**src/hw/iwt_pkg.sv**
```systemverilog
// package for the time base 1 interrupt and wake-up controller
// assumes one 100 MHz core clock and an APB register slave
// Functional notes
// - the time base is cleared and held at zero while its enable bit is 0 and runs at 1; reset 0.
// - select code n gives a period of 2^(8+n) prescaler clocks.
// - control bits 6 to 3 read as zero and ignore writes.
// - any request flag rising wakes sleep or idle, whatever enables say.
// - a set request flag stays set until serviced or cleared by software.
// - entering a service routine pushes only the program counter.
// - return from irq pops pc and sets global enable; plain return leaves it.
// - overflow sets the flag; with enables and room, vector, clear both.
// - source select 00 core clock, 01 core over four, 10/11 slow clock.
package iwt_pkg;
   localparam logic [11:0] IWT_OFF_TBCTL = 12'h000;
   localparam logic [11:0] IWT_OFF_PSRC = 12'h004;
   localparam logic [11:0] IWT_OFF_IRQC = 12'h008;
   localparam logic [11:0] IWT_OFF_STAT = 12'h00C;
   localparam logic [11:0] IWT_OFF_MASK = 12'h010;
   localparam logic [11:0] IWT_OFF_CORE = 12'h014;
   localparam int IWT_TB1_EN_BIT = 7;
   localparam logic [7:0] IWT_TBCTL_RST = 8'h00;
   localparam logic [1:0] IWT_PSRC_RST = 2'h0;
   localparam logic [2:0] IWT_STAT_RST = 3'h0;
   localparam int IWT_BASE_EXP = 8;
   localparam int IWT_CNT_W = 16;
   localparam int IWT_ST_OVF = 0;
   localparam int IWT_ST_WAKE = 1;
   localparam int IWT_ST_VEC = 2;
   localparam int IWT_SYS_DIV = 4;
   localparam int IWT_DIV_W = 2;

   typedef enum logic [1:0] {IWT_RUN, IWT_SLEEP, IWT_IDLE} iwt_mode_e;

   typedef struct packed {
      logic [11:0] paddr;
      logic pwrite;
      logic psel;
      logic penable;
      logic [31:0] pwdata;
   } iwt_apb_req_s;

   typedef struct packed {
      logic [31:0] prdata;
      logic pready;
      logic pslverr;
   } iwt_apb_rsp_s;

   typedef struct packed {
      logic enter_sleep;
      logic enter_idle;
      logic call_taken;
      logic return_from_irq;
      logic return_plain;
      logic stack_full;
   } iwt_core_s;
endpackage

```
**src/hw/iwt_tick_gen.sv**
```systemverilog
// prescaler tick source for the time base
// assumes slow_clock arrives from a pin in another domain
`timescale 1ns/1ps
`default_nettype none
module iwt_tick_gen
   import iwt_pkg::*;
(
   // clock and reset
   input wire logic clock,
   input wire logic rst,
   // control
   input wire logic [1:0] prescaler_source_select,
   input wire logic slow_clock,
   // tick
   output logic tick
);
   typedef struct packed {
      logic [IWT_DIV_W-1:0] div;
      logic [2:0] slow_sync;
      logic tick;
   } iwt_tick_st_s;

   iwt_tick_st_s st_r, st_nxt;

   always_comb begin
      st_nxt = st_r;
      st_nxt.div = st_r.div + 1'b1;
      // first stage feeds second only; edge seen between stages 2 and 3
      st_nxt.slow_sync = {st_r.slow_sync[1:0], slow_clock};
      case (prescaler_source_select)
         2'h0: st_nxt.tick = 1'b1;
         2'h1: st_nxt.tick = (st_r.div == IWT_DIV_W'(IWT_SYS_DIV - 1));
         default: st_nxt.tick = st_r.slow_sync[1] & ~st_r.slow_sync[2];
      endcase
   end

   always_ff @(posedge clock) begin
      if (rst) begin
         st_r <= '0;
      end else begin
         st_r <= st_nxt;
      end
   end

   assign tick = st_r.tick;

   a_div_four: assert property (@(posedge clock)
      disable iff (rst)
      tick && $past(prescaler_source_select, 1) == 2'h1
      && $past(prescaler_source_select, 2) == 2'h1
      && $past(prescaler_source_select, 3) == 2'h1
      && $past(prescaler_source_select, 4) == 2'h1
      |-> !$past(tick, 1) && !$past(tick, 2) && !$past(tick, 3))
      else $error("divide by four tick too frequent");
endmodule
`default_nettype wire

```
**src/hw/iwt_ctrl.sv**
```systemverilog
// time base 1 interrupt, wake-up and return handling with APB registers
// assumes the core reports calls, returns and sleep entry as pulses
//
// The implementer's own choices: the APB register port and the register addresses.
`timescale 1ns/1ps
`default_nettype none
module iwt_ctrl
   import iwt_pkg::*;
#(
   parameter int PC_W = 12
) (
   // clock and reset
   input wire logic clock,
   input wire logic rst,
   // apb
   input wire iwt_apb_req_s apb_req,
   output iwt_apb_rsp_s apb_rsp,
   // core side
   input wire iwt_core_s core,
   input wire logic [PC_W-1:0] core_pc,
   input wire logic slow_clock,
   // outputs
   output logic irq,
   output logic vector_req,
   output logic stack_push,
   output logic [PC_W-1:0] stack_push_data,
   output logic stack_pop,
   output logic wake,
   output logic global_irq_enable,
   output logic timebase1_request_flag
);
   typedef struct packed {
      logic timebase1_enable;
      logic [2:0] timebase1_period_select;
      logic [1:0] prescaler_source_select;
      logic timebase1_irq_enable;
      logic global_irq_enable;
      logic timebase1_request_flag;
      logic flag_d;
      logic [IWT_CNT_W-1:0] count;
      iwt_mode_e mode;
      logic [2:0] stat;
      logic [2:0] mask;
      logic irq;
      logic vector_req;
      logic stack_push;
      logic [PC_W-1:0] push_data;
      logic stack_pop;
      logic wake;
      logic [31:0] prdata;
      logic pready;
      logic pslverr;
   } iwt_st_s;

   iwt_st_s st_r, st_nxt;
   logic tick;

   // terminal count for a select code
   function automatic logic [IWT_CNT_W-1:0] period_last(
      input logic [2:0] sel);
      logic [IWT_CNT_W-1:0] one;
      one = IWT_CNT_W'(1);
      period_last = (one << (IWT_BASE_EXP + int'(sel))) - one;
   endfunction

   iwt_tick_gen iwt_tick_gen_inst (
      .clock(clock),
      .rst(rst),
      .prescaler_source_select(st_r.prescaler_source_select),
      .slow_clock(slow_clock),
      .tick(tick)
   );

   logic setup_wr, access, overflow, take, clr_flag, set_flag;
   logic [2:0] w_stat, ev;

   always_comb begin
      st_nxt = st_r;
      access = apb_req.psel & apb_req.penable & ~st_r.pready;
      setup_wr = access & apb_req.pwrite;
      overflow = 1'b0;
      clr_flag = 1'b0;
      w_stat = 3'h0;
      st_nxt.pready = access;
      st_nxt.pslverr = 1'b0;
      st_nxt.vector_req = 1'b0;
      st_nxt.stack_push = 1'b0;
      st_nxt.stack_pop = 1'b0;
      st_nxt.wake = 1'b0;

      // time base counter
      if (!st_r.timebase1_enable) begin
         st_nxt.count = '0;
      end else if (tick) begin
         if (st_r.count >= period_last(st_r.timebase1_period_select)) begin
            st_nxt.count = '0;
            overflow = 1'b1;
         end else begin
            st_nxt.count = st_r.count + 1'b1;
         end
      end

      // interrupt entry
      take = st_r.timebase1_request_flag & st_r.timebase1_irq_enable &
         st_r.global_irq_enable & ~core.stack_full &
         (st_r.mode == IWT_RUN) & ~st_r.vector_req;
      if (take) begin
         st_nxt.vector_req = 1'b1;
         st_nxt.stack_push = 1'b1;
         st_nxt.push_data = core_pc;
         st_nxt.global_irq_enable = 1'b0;
         clr_flag = 1'b1;
      end

      // register writes
      if (setup_wr) begin
         case (apb_req.paddr)
            IWT_OFF_TBCTL: begin
               st_nxt.timebase1_enable = apb_req.pwdata[IWT_TB1_EN_BIT];
               st_nxt.timebase1_period_select = apb_req.pwdata[2:0];
            end // bits 6..3 dropped
            IWT_OFF_PSRC: st_nxt.prescaler_source_select = apb_req.pwdata[1:0];
            IWT_OFF_IRQC: begin
               st_nxt.global_irq_enable = apb_req.pwdata[0];
               st_nxt.timebase1_irq_enable = apb_req.pwdata[1];
               if (apb_req.pwdata[2]) begin
                  st_nxt.timebase1_request_flag = 1'b1;
               end else begin
                  clr_flag = 1'b1;
               end
            end
            IWT_OFF_STAT: w_stat = apb_req.pwdata[2:0];
            IWT_OFF_MASK: st_nxt.mask = apb_req.pwdata[2:0];
            IWT_OFF_CORE: begin
               if (apb_req.pwdata[0]) st_nxt.mode = IWT_SLEEP;
               if (apb_req.pwdata[1]) st_nxt.mode = IWT_IDLE;
            end
            default: st_nxt.pslverr = 1'b1;
         endcase
      end else if (access) begin
         case (apb_req.paddr)
            IWT_OFF_TBCTL, IWT_OFF_PSRC, IWT_OFF_IRQC, IWT_OFF_STAT,
            IWT_OFF_MASK, IWT_OFF_CORE: ;
            default: st_nxt.pslverr = 1'b1;
         endcase
      end

      if (clr_flag) st_nxt.timebase1_request_flag = 1'b0;
      set_flag = overflow;
      if (set_flag) st_nxt.timebase1_request_flag = 1'b1;

      // core pulses
      if (core.enter_sleep) st_nxt.mode = IWT_SLEEP;
      if (core.enter_idle) st_nxt.mode = IWT_IDLE;
      if (core.return_from_irq) begin
         st_nxt.stack_pop = 1'b1;
         st_nxt.global_irq_enable = 1'b1;
      end else if (core.return_plain) begin
         st_nxt.stack_pop = 1'b1;
      end

      // wake from sleep or idle on any rising request flag
      st_nxt.flag_d = st_r.timebase1_request_flag;
      if (st_r.timebase1_request_flag & ~st_r.flag_d &
          (st_r.mode != IWT_RUN)) begin
         st_nxt.wake = 1'b1;
         st_nxt.mode = IWT_RUN;
      end

      // sticky status, set beats clear
      ev = {st_r.vector_req, st_r.wake, overflow};
      st_nxt.stat = (st_r.stat & ~w_stat) | ev;
      st_nxt.irq = |(st_nxt.stat & st_nxt.mask);

      // read data
      st_nxt.prdata = 32'h0000_0000;
      if (access & ~apb_req.pwrite) begin
         case (apb_req.paddr)
            IWT_OFF_TBCTL: st_nxt.prdata = {24'h00_0000,
               st_r.timebase1_enable, 4'h0,
               st_r.timebase1_period_select};
            IWT_OFF_PSRC: st_nxt.prdata = {30'h0,
               st_r.prescaler_source_select};
            IWT_OFF_IRQC: st_nxt.prdata = {29'h0,
               st_r.timebase1_request_flag, st_r.timebase1_irq_enable,
               st_r.global_irq_enable};
            IWT_OFF_STAT: st_nxt.prdata = {29'h0, st_r.stat};
            IWT_OFF_MASK: st_nxt.prdata = {29'h0, st_r.mask};
            IWT_OFF_CORE: st_nxt.prdata = {30'h0, st_r.mode};
            default: st_nxt.prdata = 32'h0000_0000;
         endcase
      end
   end

   always_ff @(posedge clock) begin
      if (rst) begin
         st_r <= '0;
         st_r.timebase1_enable <= IWT_TBCTL_RST[IWT_TB1_EN_BIT];
         st_r.timebase1_period_select <= IWT_TBCTL_RST[2:0];
         st_r.prescaler_source_select <= IWT_PSRC_RST;
         st_r.stat <= IWT_STAT_RST;
         st_r.mode <= IWT_RUN;
      end else begin
         st_r <= st_nxt;
      end
   end

   assign apb_rsp.prdata = st_r.prdata;
   assign apb_rsp.pready = st_r.pready;
   assign apb_rsp.pslverr = st_r.pslverr;
   assign irq = st_r.irq;
   assign vector_req = st_r.vector_req;
   assign stack_push = st_r.stack_push;
   assign stack_push_data = st_r.push_data;
   assign stack_pop = st_r.stack_pop;
   assign wake = st_r.wake;
   assign global_irq_enable = st_r.global_irq_enable;
   assign timebase1_request_flag = st_r.timebase1_request_flag;

   a_off_count_clear: assert property (@(posedge clock)
      disable iff (rst) !st_r.timebase1_enable |=> st_r.count == '0)
      else $error("counter ran while disabled");
   a_count_bound: assert property (@(posedge clock)
      disable iff (rst) st_r.timebase1_enable && tick
      |=> st_r.count <= period_last($past(st_r.timebase1_period_select)))
      else $error("counter beyond selected period");
   a_ctl_read_zero: assert property (@(posedge clock)
      disable iff (rst)
      access && !apb_req.pwrite && apb_req.paddr == IWT_OFF_TBCTL
      |=> apb_rsp.prdata[6:3] == 4'h0)
      else $error("unimplemented bits read nonzero");
   a_wake_on_rise: assert property (@(posedge clock)
      disable iff (rst)
      st_r.mode != IWT_RUN && $rose(st_r.timebase1_request_flag)
      |=> wake && st_r.mode == IWT_RUN)
      else $error("no wake on rising flag");
   a_wake_asleep: assert property (@(posedge clock)
      disable iff (rst) wake |-> $past(st_r.mode) != IWT_RUN)
      else $error("wake pulse while running");
   a_flag_sticky: assert property (@(posedge clock)
      disable iff (rst)
      st_r.timebase1_request_flag && !take && !setup_wr
      |=> st_r.timebase1_request_flag)
      else $error("flag dropped without service");
   a_push_pc: assert property (@(posedge clock)
      disable iff (rst)
      take |=> stack_push && stack_push_data == $past(core_pc))
      else $error("pc not pushed on entry");
   a_irq_ret_sets_en: assert property (@(posedge clock)
      disable iff (rst)
      core.return_from_irq |=> stack_pop && global_irq_enable)
      else $error("return from irq left enable low");
   a_plain_keeps_en: assert property (@(posedge clock)
      disable iff (rst)
      core.return_plain && !core.return_from_irq && !global_irq_enable
      && !setup_wr |=> stack_pop && !global_irq_enable)
      else $error("plain return changed enable");
   a_vector_clears: assert property (@(posedge clock)
      disable iff (rst) take && !core.return_from_irq && !setup_wr
      |=> vector_req && !global_irq_enable)
      else $error("vector did not clear enable");
   a_overflow_flag: assert property (@(posedge clock)
      disable iff (rst) overflow |=> timebase1_request_flag)
      else $error("overflow lost");
   a_overflow_status: assert property (@(posedge clock)
      disable iff (rst) overflow |=> st_r.stat[IWT_ST_OVF])
      else $error("overflow not in status");
   a_ready_one_cycle: assert property (@(posedge clock)
      disable iff (rst) apb_rsp.pready |=> !apb_rsp.pready)
      else $error("pready held longer than one cycle");
   a_irq_follows: assert property (@(posedge clock)
      disable iff (rst) irq == |(st_r.stat & st_r.mask))
      else $error("irq does not follow unmasked status");
endmodule
`default_nettype wire

```
**config.mk**
```make
export PLATFORM = sky130hd
export DESIGN_NAME = iwt_ctrl
export DESIGN_NICKNAME = d
export VERILOG_FILES = /design/src/hw/iwt_pkg.sv /design/src/hw/iwt_tick_gen.sv /design/src/hw/iwt_ctrl.sv
export SDC_FILE = /design/constraint.sdc
export NUM_CORES = 1
export LEC_CHECK = 0
export CAP_MARGIN = 20
export CORE_MARGIN = 2
export CORE_UTILIZATION = 42
export CTS_BUF_LIST = sky130_fd_sc_hd__clkbuf_8
export DETAILED_ROUTE_END_ITERATION = 6
export DONT_BUFFER_PORTS = 1
export GPL_TIMING_DRIVEN = 0
export PLACE_DENSITY = 0.63
export SLEW_MARGIN = 20
export SYNTH_ARGS = -nofsm -noshare
export SYNTH_HDL_FRONTEND = slang
export SYNTH_SLANG_ARGS = --single-unit
```
**constraint.sdc**
```tcl
create_clock -name clock -period 2.2 [get_ports clock]
set_clock_uncertainty 0.15 [all_clocks]
set_input_delay 0.55 -clock clock [delete_from_list [all_inputs] [get_ports clock]]
set_output_delay 0.55 -clock clock [all_outputs]
set_load 0.05 [all_outputs]
```
==> results.txt <==
- Dividing the synthesized area by the synthesized cell count gives 9.14 µm².
* Critical path's slowest cell: dfxtp_1
* Number of enable flip-flop cells after synthesis: 0
- Buf+Inv Stages, Crit Path: 1
- Share of the synthesized area in the top cell type: 39.6%
* Number of placed I/O pins: 121
* Total Die Area: 0.00817 mm²
- Final wirelength: 5980 µm
* Count of nets left with antenna violations after detail routing: 0
- Vias in the first global route: 2189
- Netlist area before placement: 0.00314 mm²
- # rows: 31
- The filler cells instantiated in the layout total 706.
- Dividing the detail-routed via count by the number of cells gives 4.72.
- Pin count of the biggest net entering global routing: 14
- Die Span X: 90.4 µm
- Placed cell count: 469
* Kind of start point of the critical path: flip-flop
* Cell taking the most area after synthesis: dfxtp_1
- WL per Instance: 12.1 µm
- Final Wtd Congestion: 0.799
* Peak VDD IR: 0.000395 V
- I/O Buffers: 0
- The largest single stage delay on the critical path is 800 ps.
- STA classifies the critical path endpoint as a primary output.
* Path class of the lowest-slack min-delay path: in2reg
* Clock root cell: clkbuf_8
- In the final layout, flip-flops and latches occupy 0.00125 mm².
- Counting instances in the post-synthesis netlist gives the leading cell types as dfxtp_1 (62), nor2_1 (57), buf_4 (47).
* Setup violators final: 0
- Count of different cell masters after synthesis: 47
- Final-report hold violation count: 0
* Top cell family by delay on the critical path: flip-flops
- N_diodes: 0
- Pwr per Cell Area: 611 mW/mm²
* Total of flip-flops plus latches after synthesis: 62
* Clock transition at the register clock pins on the worst setup and hold paths after CTS: 70 ps
* Max_slew headroom: 50.9%
- Highest clock frequency the design can meet: 0.463 GHz
- Compared with the post-synthesis result, the final layout area differs by 18.9%.
- Global routing finished with a remaining overflow of 0.
- Placeable core region: 0.00725 mm²
- Number of nets in the final layout: 468
- At the pin with the least slew margin, the transition time is 735 ps.
* Final worst path period need: 2160 ps
- The first global-routing pass estimated 9890 µm of wire.
* Share of synthesized registers carrying an async set or reset: 0%
- Setup repair after global routing missed its margin: false
* Share of the clock period used by the worst path: 98.1%
- Total iterations of the first detailed-routing run: 4
* Number of antenna violations at the first check in global routing: 0
- DRC violations left: 0
* Main area contributors after synthesis: dfxtp_1 (40%), buf_4 (11%), mux2i_1 (8.9%)
* Warnings from Yosys: 0
- Buffer depth of the longest clock path: 2
- Placed wire-length estimate after detailed placement: 4410 µm
- dfxtp_1 is the most common cell in the netlist.
- Worst Path Required: 1500 ps
- The final route contains 2332 vias.
* Sink Count: 62
* Sequential element share of the synthesized area: 39.6%
- Total number of H-tree levels: 3
* Reg2Reg Setup Slack: 60 ps
- TritonCTS built the clock tree.
* Worst setup path category: reg2out
- Max-cap violations in this run came to 0.
- The initial utilization of the core area, before any placement, comes to 43.2%.
* Leading register cell type out of synthesis: dfxtp_1
* Violation count after the first detailed-routing iteration: 69
- Walking the worst path, the cells encountered are buf_4.
* Run status: completed
* Die height: 90.4 µm
- The later pin in the worst-skew pair is clocked with a latency of 340 ps.
- Number of instances in the synthesized netlist: 343
- Buffers inserted to repair hold after CTS numbered 0.
- TritonCTS Buffers: 9
- For this run, the total global-route usage over all layers was measured as 14.9%.
- Footprint of the multi-input gates: 0.00164 mm²
- Arrival time reported for the critical path endpoint: 1460 ps
* Ratio of cells with drive above 1 in the final layout: 26.3%
- Along the worst path, the maximum fanout reaches 5.
- Final std cells w/o fill: 494
- Number of pins with negative max-slew slack in the final report: 0
* Leakage power summed over all cells: 0.00149 µW
- The design draws 2280 µW.
-- worst paths after layout --
check,startpoint,end,cells after the start
setup reg to reg,apb_rsp[1],irq,6
setup / recovery,vector_req,vector_req,1
hold / removal,core[4],st_r[57],1
hold reg to reg,iwt_tick_gen_inst.st_r[4],iwt_tick_gen_inst.st_r[4],1
-- per-layer routing --
layer | track usage [%] | up-vias | wire [µm]
met2 | 23.9 | 73 | 2730
met1 | 18.5 | 1063 | 2800
met5 | 0 | - | 0
met4 | 5.90 | 0 | 86
met3 | 4.84 | 7 | 361
li1 | - | 1189 | -
-- cell usage in the layout, fill, tap and decap left out, types with 3 or more instances in the layout --
master / netlist / routed
nor3_1: 6 / 6
clkinvlp_4: 0 / 3
inv_1: 7 / 7
dfxtp_1: 62 / 57
nor2_1: 57 / 55
nand4_1: 7 / 7
nand2_1: 16 / 14
xor2_1: 8 / 8
xnor2_1: 7 / 7
conb_1: 2 / 29
nor4_1: 4 / 4
nor2b_1: 10 / 10
and2_1: 3 / 3
mux2i_1: 28 / 28
nand3_1: 7 / 7
a21oi_1: 9 / 7
buf_4: 47 / 59
clkbuf_8: 0 / 9
ha_4: 0 / 3
o21ai_1: 0 / 3
dfxtp_2: 0 / 4
clkbuf_1: 9 / 7
ha_1: 10 / 7
-- kinds of logic (layout without fill, tap and decap cells) --
kind of cell	count (synthesis)	after routing	synth area share (%)
XOR/XNOR	15	15	4.19
flip-flops	62	62	39.6
multiplexers	30	30	10.4
other	2	29	0.240
buffers and inverters	68	93	13.9
adder cells (fa/ha/maj)	10	10	3.99
AO/OA/AOI/OAI	26	26	5.23
AND/OR/NAND/NOR	130	130	22.5
-- metrics by stage --
stage | utilization (%) | setup WS (ps) | setup TNS (ps) | area, µm² | hold WS [ps]
CTS | 50.4 | 6.09 | 0 | 3650 | 115
global placement | 46.8 | -278 | -5130 | 3390 | 259
detailed placement | 46.8 | -299 | -5600 | 3390 | 269
finish | 51.4 | 40.7 | 0 | 3730 | 127
floorplan | - | -8.84 | -17.4 | 3270 | 249
global route | 51.4 | 1.83 | 0 | 3730 | 110
-- area by class of cell --
cell class,count,share of cell area (%)
clock buffer,9,3.32
sequential,62,33.5
tap,99,3.32
buffer,60,11.6
inverter,7,0.705
multi-input combinational,240,43.9
timing repair buffer,10,2.01
clock inverter,7,1.54
-- power breakdown --
group          total (µW)  switching, µW  internal [µW]
logic                 223            157           66.9
clock network         905            486            419
registers            1150           15.5           1130
-- timing repair --
action	4_1_cts	5_1_grt
gates resized for setup	13	11
pin swaps	12	4
buffers inserted	5	5
endpoints found under the setup margin	27	26
-- state kept, by name (all words and copies together) (netlist names), 2 cells and up --
signal / count
apb_rsp: 6
iwt_tick_gen_inst.st_nxt: 2
iwt_tick_gen_inst.st_r: 3
st_r: 32
stack_push_data: 12
Power figures use the tool's default switching activity.
